**src/rtl/cid_pkg.sv**
```systemverilog
// Notes on behaviour
// RULE1: tone output only while select bit 7 set
// RULE2: select bits 3..0 choose the tone digit
// RULE3: guard time is bits 6..0 of guard register
// RULE4: mark period start sets event bit 6
// RULE5: progress tone status change sets event bit 5
// RULE6: new received frame sets event bit 2
// RULE7: alert tone detection sets event bit 1
// RULE8: reversal guard status change sets event bit 0
// RULE9: status bit 5 follows progress tone detector
// RULE10: status bit 1 follows alert tone detector
// RULE11: status bit 0 one after reset/expiry, else zero
// RULE12: received byte register holds last frame byte
// RULE13: tone output multiplied by gain register value
// RULE14: host writes fixed patterns to special registers
// RULE15: select 02H and guard 0AH are read/write
// RULE16: event, status, byte at 80H-82H read-only
// RULE17: acknowledge only serial address 30H/31H
// RULE18: store register address, advance on acknowledge
// RULE19: reading event register clears all flags
// RULE20: interrupt low while any event flag set
// RULE21: writes to read-only registers are ignored
// RULE22: reserved bits and unmapped addresses read zero
package cid_pkg;

  // serial device address, seven bits
  localparam logic [6:0] DEV_ADDR = 7'h18;

  // register offsets
  localparam logic [7:0] OFF_TONE_GAIN = 8'h00;
  localparam logic [7:0] OFF_TONE_SELECT = 8'h02;
  localparam logic [7:0] OFF_GUARD_TIME = 8'h0A;
  localparam logic [7:0] OFF_EVENT_FLAGS = 8'h80;
  localparam logic [7:0] OFF_LINE_STATUS = 8'h81;
  localparam logic [7:0] OFF_RECEIVED_BYTE = 8'h82;
  localparam logic [7:0] OFF_SPECIAL_A = 8'hF1;
  localparam logic [7:0] OFF_SPECIAL_B = 8'hF5;

  // implemented bits per register, others read zero
  localparam logic [7:0] MASK_TONE_SELECT = 8'h8F;
  localparam logic [7:0] MASK_GUARD_TIME = 8'h7F;
  localparam logic [7:0] MASK_SPECIAL = 8'h3F;

  // field positions
  localparam int TONE_ON_BIT = 7;
  localparam int EV_MARK_BIT = 6;
  localparam int EV_PROGRESS_BIT = 5;
  localparam int EV_FRAME_BIT = 2;
  localparam int EV_ALERT_BIT = 1;
  localparam int EV_REVERSAL_BIT = 0;
  localparam int ST_PROGRESS_BIT = 5;
  localparam int ST_ALERT_BIT = 1;
  localparam int ST_REVERSAL_BIT = 0;

  // reset values
  localparam logic [7:0] RST_BYTE = 8'h00;
  localparam logic RST_REVERSAL_STATUS = 1'b1;

  // serial bit counting
  localparam logic [3:0] BIT_LAST = 4'h7;
  localparam logic [3:0] BIT_ALL = 4'h8;

  // guard time unit and clock
  localparam int CLK_PERIOD_NS = 10;
  localparam int GUARD_UNIT_NS = 1000000;
  localparam int GUARD_TICK_DEFAULT = GUARD_UNIT_NS / CLK_PERIOD_NS;

  // serial engine states, gray along the write path
  typedef enum logic [3:0] {
    ST_IDLE = 4'h0,
    ST_ADDR = 4'h1,
    ST_ADDR_ACK = 4'h3,
    ST_REG = 4'h2,
    ST_REG_ACK = 4'h6,
    ST_WR = 4'h7,
    ST_WR_ACK = 4'h5,
    ST_RD = 4'h4,
    ST_RD_ACK = 4'hC
  } cid_state_e;

endpackage

```
**src/rtl/cid_sync.sv**
```systemverilog
`timescale 1ns/1ps
module cid_sync #(
  parameter int W = 2
) (
  input wire logic clock_i,
  input wire logic rst_b_i,
  input wire logic [W-1:0] d_i,
  output logic [W-1:0] q_o
);

  logic [W-1:0] meta_q;

  // two stages; the first is read by the second only
  always_ff @(posedge clock_i) begin
    if (!rst_b_i) begin
      meta_q <= '1;
      q_o <= '1;
    end else begin
      meta_q <= d_i;
      q_o <= meta_q;
    end
  end

endmodule

```
**src/rtl/cid_regbank.sv**
```systemverilog
`timescale 1ns/1ps
module cid_regbank
  import cid_pkg::*;
#(
  parameter int GUARD_TICK_CYCLES = GUARD_TICK_DEFAULT
) (
  input wire logic clock_i,
  input wire logic rst_b_i,
  input wire logic scl_i,
  input wire logic sda_i,
  output logic sda_o,
  output logic sda_oe_b_o,
  input wire logic mark_start_seen_i,
  input wire logic progress_tone_present_i,
  input wire logic alert_tone_present_i,
  input wire logic frame_done_i,
  input wire logic [7:0] frame_byte_i,
  input wire logic reversal_seen_i,
  input wire logic signed [7:0] tone_sample_i,
  output logic tone_enable_o,
  output logic [3:0] tone_code_o,
  output logic signed [15:0] tone_out_o,
  output logic irq_b_o
);

  localparam int TICK_W = $clog2(GUARD_TICK_CYCLES);
  localparam logic [TICK_W-1:0] TICK_LAST = TICK_W'(GUARD_TICK_CYCLES - 1);

  // prescaler needs at least one counter bit
  if (GUARD_TICK_CYCLES < 2) begin : g_chk
    $error("GUARD_TICK_CYCLES must be at least 2");
  end

  ////////////////////////////////////////////////////////////////////////
  // pin sampling and bus conditions

  logic [1:0] pins_s;
  logic scl_s;
  logic sda_s;
  logic scl_prev_q;
  logic sda_prev_q;
  logic scl_rise;
  logic scl_fall;
  logic start_det;
  logic stop_det;

  cid_sync #(
    .W(2)
  ) u_sync (
    .clock_i(clock_i),
    .rst_b_i(rst_b_i),
    .d_i({scl_i, sda_i}),
    .q_o(pins_s)
  );

  assign scl_s = pins_s[1];
  assign sda_s = pins_s[0];

  // previous samples for edge finding
  always_ff @(posedge clock_i) begin
    if (!rst_b_i) begin
      scl_prev_q <= 1'b1;
      sda_prev_q <= 1'b1;
    end else begin
      scl_prev_q <= scl_s;
      sda_prev_q <= sda_s;
    end
  end

  // start and stop are data edges while the clock is high
  assign scl_rise = scl_s && !scl_prev_q;
  assign scl_fall = !scl_s && scl_prev_q;
  assign start_det = scl_s && scl_prev_q && sda_prev_q && !sda_s;
  assign stop_det = scl_s && scl_prev_q && !sda_prev_q && sda_s;

  ////////////////////////////////////////////////////////////////////////
  // register storage

  cid_state_e state_q;
  logic [7:0] reg_addr_q;
  logic [7:0] tone_gain_q;
  logic [7:0] tone_select_q;
  logic [7:0] guard_time_q;
  logic [7:0] special_a_q;
  logic [7:0] special_b_q;
  logic [7:0] event_flags_q;
  logic [7:0] received_byte_q;
  logic progress_q;
  logic alert_q;
  logic reversal_status_q;
  logic [7:0] shift_q;
  logic byte_done_q;
  logic rw_q;
  logic more_q;
  logic wr_fire;
  logic rd_load;
  logic [7:0] rd_byte;
  logic [7:0] line_status;

  assign line_status = {2'b00, progress_q, 3'b000, alert_q, reversal_status_q};

  // read mux; unmapped offsets answer zero
  always_comb begin
    unique case (reg_addr_q) // RULE15 RULE16 RULE22
      OFF_TONE_GAIN: rd_byte = tone_gain_q;
      OFF_TONE_SELECT: rd_byte = tone_select_q;
      OFF_GUARD_TIME: rd_byte = guard_time_q;
      OFF_EVENT_FLAGS: rd_byte = event_flags_q;
      OFF_LINE_STATUS: rd_byte = line_status;
      OFF_RECEIVED_BYTE: rd_byte = received_byte_q;
      OFF_SPECIAL_A: rd_byte = special_a_q;
      OFF_SPECIAL_B: rd_byte = special_b_q;
      default: rd_byte = RST_BYTE;
    endcase
  end

  // a completed write byte; start or stop in that cycle wins
  assign wr_fire = scl_fall && !start_det && !stop_det && state_q == ST_WR && byte_done_q;

  // a byte is handed to the shifter, first after address or after host ack
  assign rd_load = scl_fall && !start_det && !stop_det
    && ((state_q == ST_ADDR_ACK && rw_q) || (state_q == ST_RD_ACK && more_q));

  // writable registers; read-only offsets fall through untouched
  always_ff @(posedge clock_i) begin
    if (!rst_b_i) begin
      tone_gain_q <= RST_BYTE;
      tone_select_q <= RST_BYTE;
      guard_time_q <= RST_BYTE;
      special_a_q <= RST_BYTE;
      special_b_q <= RST_BYTE;
    end else if (wr_fire) begin
      unique case (reg_addr_q) // RULE15 RULE21
        OFF_TONE_GAIN: tone_gain_q <= shift_q;
        OFF_TONE_SELECT: tone_select_q <= shift_q & MASK_TONE_SELECT;
        OFF_GUARD_TIME: guard_time_q <= shift_q & MASK_GUARD_TIME; // RULE3
        OFF_SPECIAL_A: special_a_q <= shift_q & MASK_SPECIAL;
        OFF_SPECIAL_B: special_b_q <= shift_q & MASK_SPECIAL;
        default: ;
      endcase
    end
  end

  ////////////////////////////////////////////////////////////////////////
  // serial engine

  logic [3:0] bit_cnt_q;
  logic sda_oe_b_q;

  // bytes in on clock rise, our bits change on clock fall
  always_ff @(posedge clock_i) begin
    if (!rst_b_i) begin
      state_q <= ST_IDLE;
      bit_cnt_q <= '0;
      byte_done_q <= 1'b0;
      shift_q <= RST_BYTE;
      reg_addr_q <= RST_BYTE;
      rw_q <= 1'b0;
      more_q <= 1'b0;
      sda_oe_b_q <= 1'b1;
    end else if (start_det) begin
      // repeated start keeps the stored register address
      state_q <= ST_ADDR;
      bit_cnt_q <= '0;
      byte_done_q <= 1'b0;
      sda_oe_b_q <= 1'b1;
    end else if (stop_det) begin
      state_q <= ST_IDLE;
      sda_oe_b_q <= 1'b1;
    end else if (scl_rise) begin
      if (state_q == ST_ADDR || state_q == ST_REG || state_q == ST_WR) begin
        shift_q <= {shift_q[6:0], sda_s};
        bit_cnt_q <= 4'(bit_cnt_q + 4'h1);
        byte_done_q <= (bit_cnt_q == BIT_LAST);
      end else if (state_q == ST_RD) begin
        bit_cnt_q <= 4'(bit_cnt_q + 4'h1);
      end else if (state_q == ST_RD_ACK) begin
        // host ack low asks for the next register
        more_q <= !sda_s;
        if (!sda_s) begin
          reg_addr_q <= 8'(reg_addr_q + 8'h01); // RULE18
        end
      end
    end else if (scl_fall) begin
      unique case (state_q)
        ST_IDLE: ;
        ST_ADDR: begin
          if (byte_done_q) begin
            byte_done_q <= 1'b0;
            bit_cnt_q <= '0;
            if (shift_q[7:1] == DEV_ADDR) begin // RULE17
              rw_q <= shift_q[0];
              sda_oe_b_q <= 1'b0;
              state_q <= ST_ADDR_ACK;
            end else begin
              state_q <= ST_IDLE;
            end
          end
        end
        ST_ADDR_ACK: begin
          if (rw_q) begin
            shift_q <= rd_byte;
            sda_oe_b_q <= rd_byte[7];
            state_q <= ST_RD;
          end else begin
            sda_oe_b_q <= 1'b1;
            state_q <= ST_REG;
          end
        end
        ST_REG: begin
          if (byte_done_q) begin
            byte_done_q <= 1'b0;
            bit_cnt_q <= '0;
            reg_addr_q <= shift_q; // RULE18
            sda_oe_b_q <= 1'b0;
            state_q <= ST_REG_ACK;
          end
        end
        ST_REG_ACK: begin
          sda_oe_b_q <= 1'b1;
          state_q <= ST_WR;
        end
        ST_WR: begin
          if (byte_done_q) begin
            byte_done_q <= 1'b0;
            bit_cnt_q <= '0;
            sda_oe_b_q <= 1'b0;
            state_q <= ST_WR_ACK;
          end
        end
        ST_WR_ACK: begin
          sda_oe_b_q <= 1'b1;
          reg_addr_q <= 8'(reg_addr_q + 8'h01); // RULE18
          state_q <= ST_WR;
        end
        ST_RD: begin
          if (bit_cnt_q == BIT_ALL) begin
            // let go so the host can answer
            sda_oe_b_q <= 1'b1;
            bit_cnt_q <= '0;
            state_q <= ST_RD_ACK;
          end else begin
            shift_q <= {shift_q[6:0], 1'b1};
            sda_oe_b_q <= shift_q[6];
          end
        end
        ST_RD_ACK: begin
          if (more_q) begin
            shift_q <= rd_byte;
            sda_oe_b_q <= rd_byte[7];
            state_q <= ST_RD;
          end else begin
            state_q <= ST_IDLE;
          end
        end
      endcase
    end
  end

  // open drain: only ever pull low, enable low drives
  always_ff @(posedge clock_i) begin
    if (!rst_b_i) begin
      sda_o <= 1'b0;
    end else begin
      sda_o <= 1'b0;
    end
  end

  assign sda_oe_b_o = sda_oe_b_q;

  ////////////////////////////////////////////////////////////////////////
  // reversal guard timer

  logic [TICK_W-1:0] tick_q;
  logic [6:0] unit_q;
  logic guard_run_q;
  logic guard_expire;
  logic reversal_next;

  // expiry once one more than the guard count of units has passed
  assign guard_expire = guard_run_q && tick_q == TICK_LAST && unit_q >= guard_time_q[6:0]; // RULE3
  assign reversal_next = reversal_seen_i ? 1'b0 : (guard_expire ? 1'b1 : reversal_status_q);

  always_ff @(posedge clock_i) begin
    if (!rst_b_i) begin
      tick_q <= '0;
      unit_q <= '0;
      guard_run_q <= 1'b0;
      reversal_status_q <= RST_REVERSAL_STATUS; // RULE11
    end else begin
      reversal_status_q <= reversal_next; // RULE11
      if (reversal_seen_i) begin
        // a fresh event restarts the whole guard window
        tick_q <= '0;
        unit_q <= '0;
        guard_run_q <= 1'b1;
      end else if (guard_run_q) begin
        if (tick_q == TICK_LAST) begin
          tick_q <= '0;
          unit_q <= 7'(unit_q + 7'h01);
          guard_run_q <= !guard_expire;
        end else begin
          tick_q <= TICK_W'(tick_q + 1'b1);
        end
      end
    end
  end

  ////////////////////////////////////////////////////////////////////////
  // detector status and events

  logic [7:0] event_set;

  always_comb begin
    event_set = RST_BYTE;
    event_set[EV_MARK_BIT] = mark_start_seen_i; // RULE4
    event_set[EV_PROGRESS_BIT] = progress_tone_present_i != progress_q; // RULE5
    event_set[EV_FRAME_BIT] = frame_done_i; // RULE6
    event_set[EV_ALERT_BIT] = alert_tone_present_i && !alert_q; // RULE7
    event_set[EV_REVERSAL_BIT] = reversal_next != reversal_status_q; // RULE8
  end

  // a set in the clearing cycle survives the read
  always_ff @(posedge clock_i) begin
    if (!rst_b_i) begin
      event_flags_q <= RST_BYTE;
    end else if (rd_load && reg_addr_q == OFF_EVENT_FLAGS) begin
      event_flags_q <= event_set; // RULE19
    end else begin
      event_flags_q <= event_flags_q | event_set;
    end
  end

  // detector levels are on this clock, no sampling stages
  always_ff @(posedge clock_i) begin
    if (!rst_b_i) begin
      progress_q <= 1'b0;
      alert_q <= 1'b0;
    end else begin
      progress_q <= progress_tone_present_i; // RULE9
      alert_q <= alert_tone_present_i; // RULE10
    end
  end

  // last frame byte
  always_ff @(posedge clock_i) begin
    if (!rst_b_i) begin
      received_byte_q <= RST_BYTE;
    end else if (frame_done_i) begin
      received_byte_q <= frame_byte_i; // RULE12
    end
  end

  // interrupt is a level, low for as long as a flag stands
  always_ff @(posedge clock_i) begin
    if (!rst_b_i) begin
      irq_b_o <= 1'b1;
    end else begin
      irq_b_o <= ~|event_flags_q; // RULE20
    end
  end

  ////////////////////////////////////////////////////////////////////////
  // tone outputs

  logic signed [16:0] tone_prod;

  assign tone_prod = tone_sample_i * $signed({1'b0, tone_gain_q}); // RULE13

  always_ff @(posedge clock_i) begin
    if (!rst_b_i) begin
      tone_enable_o <= 1'b0;
      tone_code_o <= '0;
      tone_out_o <= '0;
    end else begin
      tone_enable_o <= tone_select_q[TONE_ON_BIT]; // RULE1
      tone_code_o <= tone_select_q[3:0]; // RULE2
      // silenced rather than gated downstream
      tone_out_o <= tone_select_q[TONE_ON_BIT] ? tone_prod[15:0] : '0; // RULE1 RULE13
    end
  end

  ////////////////////////////////////////////////////////////////////////
  // checks

  a_tone_silent: assert property (@(posedge clock_i) disable iff (!rst_b_i) // RULE1
    !tone_select_q[TONE_ON_BIT] |=> tone_out_o == '0)
    else $error("tone output not silent while disabled");

  a_gain_mult: assert property (@(posedge clock_i) disable iff (!rst_b_i) // RULE13
    tone_select_q[TONE_ON_BIT] |=> tone_out_o
      == 16'($past(tone_sample_i) * $signed({1'b0, $past(tone_gain_q)})))
    else $error("tone output not scaled by gain");

  a_mark_flag: assert property (@(posedge clock_i) disable iff (!rst_b_i) // RULE4
    mark_start_seen_i |=> event_flags_q[EV_MARK_BIT])
    else $error("mark start not flagged");

  a_progress_flag: assert property (@(posedge clock_i) disable iff (!rst_b_i) // RULE5
    $changed(progress_q) |-> event_flags_q[EV_PROGRESS_BIT])
    else $error("progress change not flagged");

  a_frame_byte: assert property (@(posedge clock_i) disable iff (!rst_b_i) // RULE6
    frame_done_i |=> event_flags_q[EV_FRAME_BIT] && received_byte_q == $past(frame_byte_i))
    else $error("frame not flagged or byte not kept");

  a_reversal_flag: assert property (@(posedge clock_i) disable iff (!rst_b_i) // RULE8
    $changed(reversal_status_q) |-> event_flags_q[EV_REVERSAL_BIT])
    else $error("reversal status change not flagged");

  a_reversal_low: assert property (@(posedge clock_i) disable iff (!rst_b_i) // RULE11
    reversal_seen_i |=> !reversal_status_q ##1 !reversal_status_q)
    else $error("reversal status not cleared by event");

  a_irq_level: assert property (@(posedge clock_i) disable iff (!rst_b_i) // RULE20
    (|event_flags_q) ##1 (|event_flags_q) |-> !irq_b_o)
    else $error("interrupt not low with flags set");

  a_addr_ack: assert property (@(posedge clock_i) disable iff (!rst_b_i) // RULE17
    state_q == ST_ADDR_ACK && $changed(state_q) |-> shift_q[7:1] == DEV_ADDR && !sda_oe_b_q)
    else $error("acknowledged a foreign address");

endmodule

```
**config.mk**
```make
export PLATFORM = sky130hd
export DESIGN_NAME = cid_regbank
export DESIGN_NICKNAME = d
export VERILOG_FILES = /design/src/rtl/cid_pkg.sv /design/src/rtl/cid_sync.sv /design/src/rtl/cid_regbank.sv
export SDC_FILE = /design/constraint.sdc
export NUM_CORES = 1
export LEC_CHECK = 0
export BUFFER_PORTS_ARGS = -buffer_cell sky130_fd_sc_hd__buf_4
export CAP_MARGIN = 15
export CORE_MARGIN = 2
export CORE_UTILIZATION = 56
export DETAILED_ROUTE_END_ITERATION = 8
export PLACE_DENSITY_LB_ADDON = 0.2
export RECOVER_POWER = 50
export SLEW_MARGIN = 15
export SYNTH_ARGS = -nofsm -noshare
export SYNTH_HDL_FRONTEND = slang
export SYNTH_HIERARCHICAL = 1
export SYNTH_SLANG_ARGS = --single-unit
```
**constraint.sdc**
```tcl
create_clock -name clock_i -period 4.24 [get_ports clock_i]
set_clock_uncertainty 0.05 [all_clocks]
set_input_delay 0.636 -clock clock_i [delete_from_list [all_inputs] [get_ports clock_i]]
set_output_delay 0.636 -clock clock_i [all_outputs]
set_load 0.05 [all_outputs]
```
==> impl_metrics.toml <==
[grt]
grt.overflow.total = 0
antenna_found_initial = 0
grt_pass1_vias = 6737
grt_use_total_pct = 25.6
grt_pass1_wl_mm = 33.1
grt_max_degree = 42

[routing]
drcViolationCount = 0
antenna_left = 0
via_per_inst = 5.76
first_pass_iters = 5
wl_mm = 19.4
vias = 7059
avgRoutedWirePerCell_um = 15.9
drtIter0Drc = 458

[yosys]
synthDistinctLibCells = 76
yosysWarnings = 6
synth_ff_type = "dfxtp_1"
synth-simple-area-share_pct = 23.6
synth_fa_ha_area_share_pct = 17.6
netlist.area_leader.share_pct = 31.1
ys_seq_area_share_pct = 31.1
synthArstFlopShare_pct = 0
synth_top_family_by_area = "simple AND/OR/NAND/NOR gates"
synth_common_cells = "dfxtp_1 (129), nand2_1 (86), inv_1 (80)"
synth_seq_cells = 129
synth_most_common_cell = "dfxtp_1"
avgSynthCellArea_sq_um = 8.53
yosysTopAreaCell = "dfxtp_1"
synth_edf_count = 0
synth_compound_area_share_pct = 14.9
synth-xor-area-share_pct = 2.63
netlist_area_sq_um = 8310
synth_cells = 974
synth_area_leaders = "dfxtp_1 (31%), fa_1 (8.9%), ha_1 (8.7%)"
syn_nets = 1094
yosys-mux-area-fraction_pct = 3.81

[floorplan]
die_w_um = 126
start_util_pct = 57.2
core_sq_um = 14500
die_h_um = 126
core.rowCount = 44
dieArea_sq_um = 15800
ios = 49

[run_status]
status = "complete, but fails checks"
violations = "capacitance limit, slew limit"

[cts]
postCtsHoldBufs = 0
cts_buffer_depth = 2
cts.htree.levels = 4
clk_latency_ps = 430
clock_sinks = 129
cts_setup_buffers = 0
cts-root-buf = "clkbuf_16"
cts_resized = 0
path_clk_slew_ps = 60
numCtsBuffers = 17
cts_tree = "yes"

[worst_hold_path]
worstHoldEndpoint = "u_sync/meta_q[0]"
hold_path_startpoint = "sda_i"
hold_depth = 2
hp-class = "primary input to flop"

[final_layout]
fin_util_pct = 65.5
n_antenna_cell = 0
area_growth_pct = 14.5
fin_area_sq_um = 9520
finalNetCount = 1149
drive_gt1_share_pct = 12.5
nFillCells = 1302

[sta]
setup_viol = 0
finalHoldViolations = 0
drv_slew = 83
min_period_over_period_pct = 96.3
slew_headroom_pct = -14.0
rsz0062_at_grt = "no"
max_freq_mhz = 245
tightest_slew_ps = 1710
period_needed_ps = 4080
tns_ps = 0

[power_and_ir_drop]
power.leakage_nw = 3.84
power.density_nw_per_um2 = 297
vdd_ir_drop_max_mv = 0.268

[critical_path]
critPathLaunchType = "flop"
worstSetupPathType = "flop to flop"
worstRegToRegCells = 15
r2r_end = "tone_out_o[14]"
end_kind = "flop"
path_max_fanout = 4
worstReg2RegStart = "tone_gain_q[2]"
r2r_setup_slack_ps = 160
critPathRequiredTime_ps = 4540
cp_data_arrival_time_ps = 4380

[placement]
dp_hpwl_mm = 14.2
gp_congestion = 0.844
place_area_sq_um = 9000
portBuffers = 47

[job]
cap_viol_max_count = 2
==> power by group <==
part / total [W] / internal, W / switching [W]
Sequential: 0.00124 / 0.00123 / 0.0000155
Clock: 0.00142 / 0.000830 / 0.000593
Combinational: 0.000162 / 0.0000693 / 0.0000923
==> logic make-up after synthesis <==
logic type      after synthesis
flops                       129
simple gates                369
buf+inv                     131
mux                          31
compound gates              193
other cells                   1
fa+ha+maj                    95
xor+xnor                     25
==> area by class of cell <==
type | instances | area (sq um) | area share, %
tap | 184 | 230 | 2.42
inverter | 80 | 300 | 3.15
timing repair buffer | 87 | 572 | 6.01
clock buffer | 19 | 443 | 4.65
multi-input combinational | 714 | 5250 | 55.2
sequential | 129 | 2590 | 27.3
clock inverter | 13 | 128 | 1.34
==> routing by layer <==
metal | vias up | global-route usage (%) | wire length (um)
li1 | 3486 | - | -
met1 | 3375 | 35.3 | 9000
met2 | 159 | 40.5 | 9110
met3 | 39 | 4.80 | 858
met4 | 0 | 8.99 | 480
met5 | - | 0 | 0
==> stage by stage <==
step | instances | total power [W] | setup slack, ps | hold WS, ps
floorplan | 974 | 0.00137 | 47.0 | 336
global placement | 1194 | 0.00143 | -252 | 347
detailed placement | 1194 | 0.00143 | -300 | 348
CTS | 1226 | 0.00285 | 8.50 | 330
global route | 1226 | 0.00292 | 5.43 | 333
finish | 1226 | 0.00283 | 159 | 342
==> worst max-delay path: stages (launching register included) <==
cell     delay, ps
dfxtp_4        370
buf_4          130
nand2_1         60
fa_1           400
inv_2           70
fa_1           370
inv_1           80
fa_1           440
fa_1           550
inv_1           70
ha_4           240
nor2b_1        140
o31a_1         340
o31a_1         310
o21ai_2        160
mux2i_1        210
==> sequential cells by signal, indices dropped and copies added (netlist names), 2 cells and up <==
name	cells
u_sync/meta_q	2
shift_q	8
special_b_q	6
state_q	4
event_flags_q	5
tick_q	17
guard_time_q	7
received_byte_q	8
reg_addr_q	8
u_sync/q_o	2
tone_select_q	5
tone_code_o	4
tone_out_o	16
unit_q	7
bit_cnt_q	4
special_a_q	6
tone_gain_q	8
==> cell usage in the layout, fill, tap and decap left out, types with 14 or more instances in the layout <==
master       n
xnor2_1     14
nand2_1     86
dfxtp_1    123
buf_4       59
fa_1        36
nor2_1      70
nand3_1     49
and2_1      39
mux2i_1     26
a21oi_1     28
nand2b_1    21
clkbuf_1    27
nor2b_1     14
inv_1       77
clkbuf_16   17
o21ai_0     69
ha_1        55
==> worst max-delay path by stage <==
stage                           startpoint              to  cells after the start
after CTS                   tone_gain_q[3]  tone_out_o[15]                     16
after global routing        tone_gain_q[0]  tone_out_o[14]                     18
after detailed placement  tone_sample_i[4]  tone_out_o[15]                     17
after global placement    tone_sample_i[4]  tone_out_o[15]                     17
final                       tone_gain_q[2]  tone_out_o[14]                     15
after floorplan           tone_sample_i[4]  tone_out_o[14]                     15
Power figures use the tool's default switching activity.
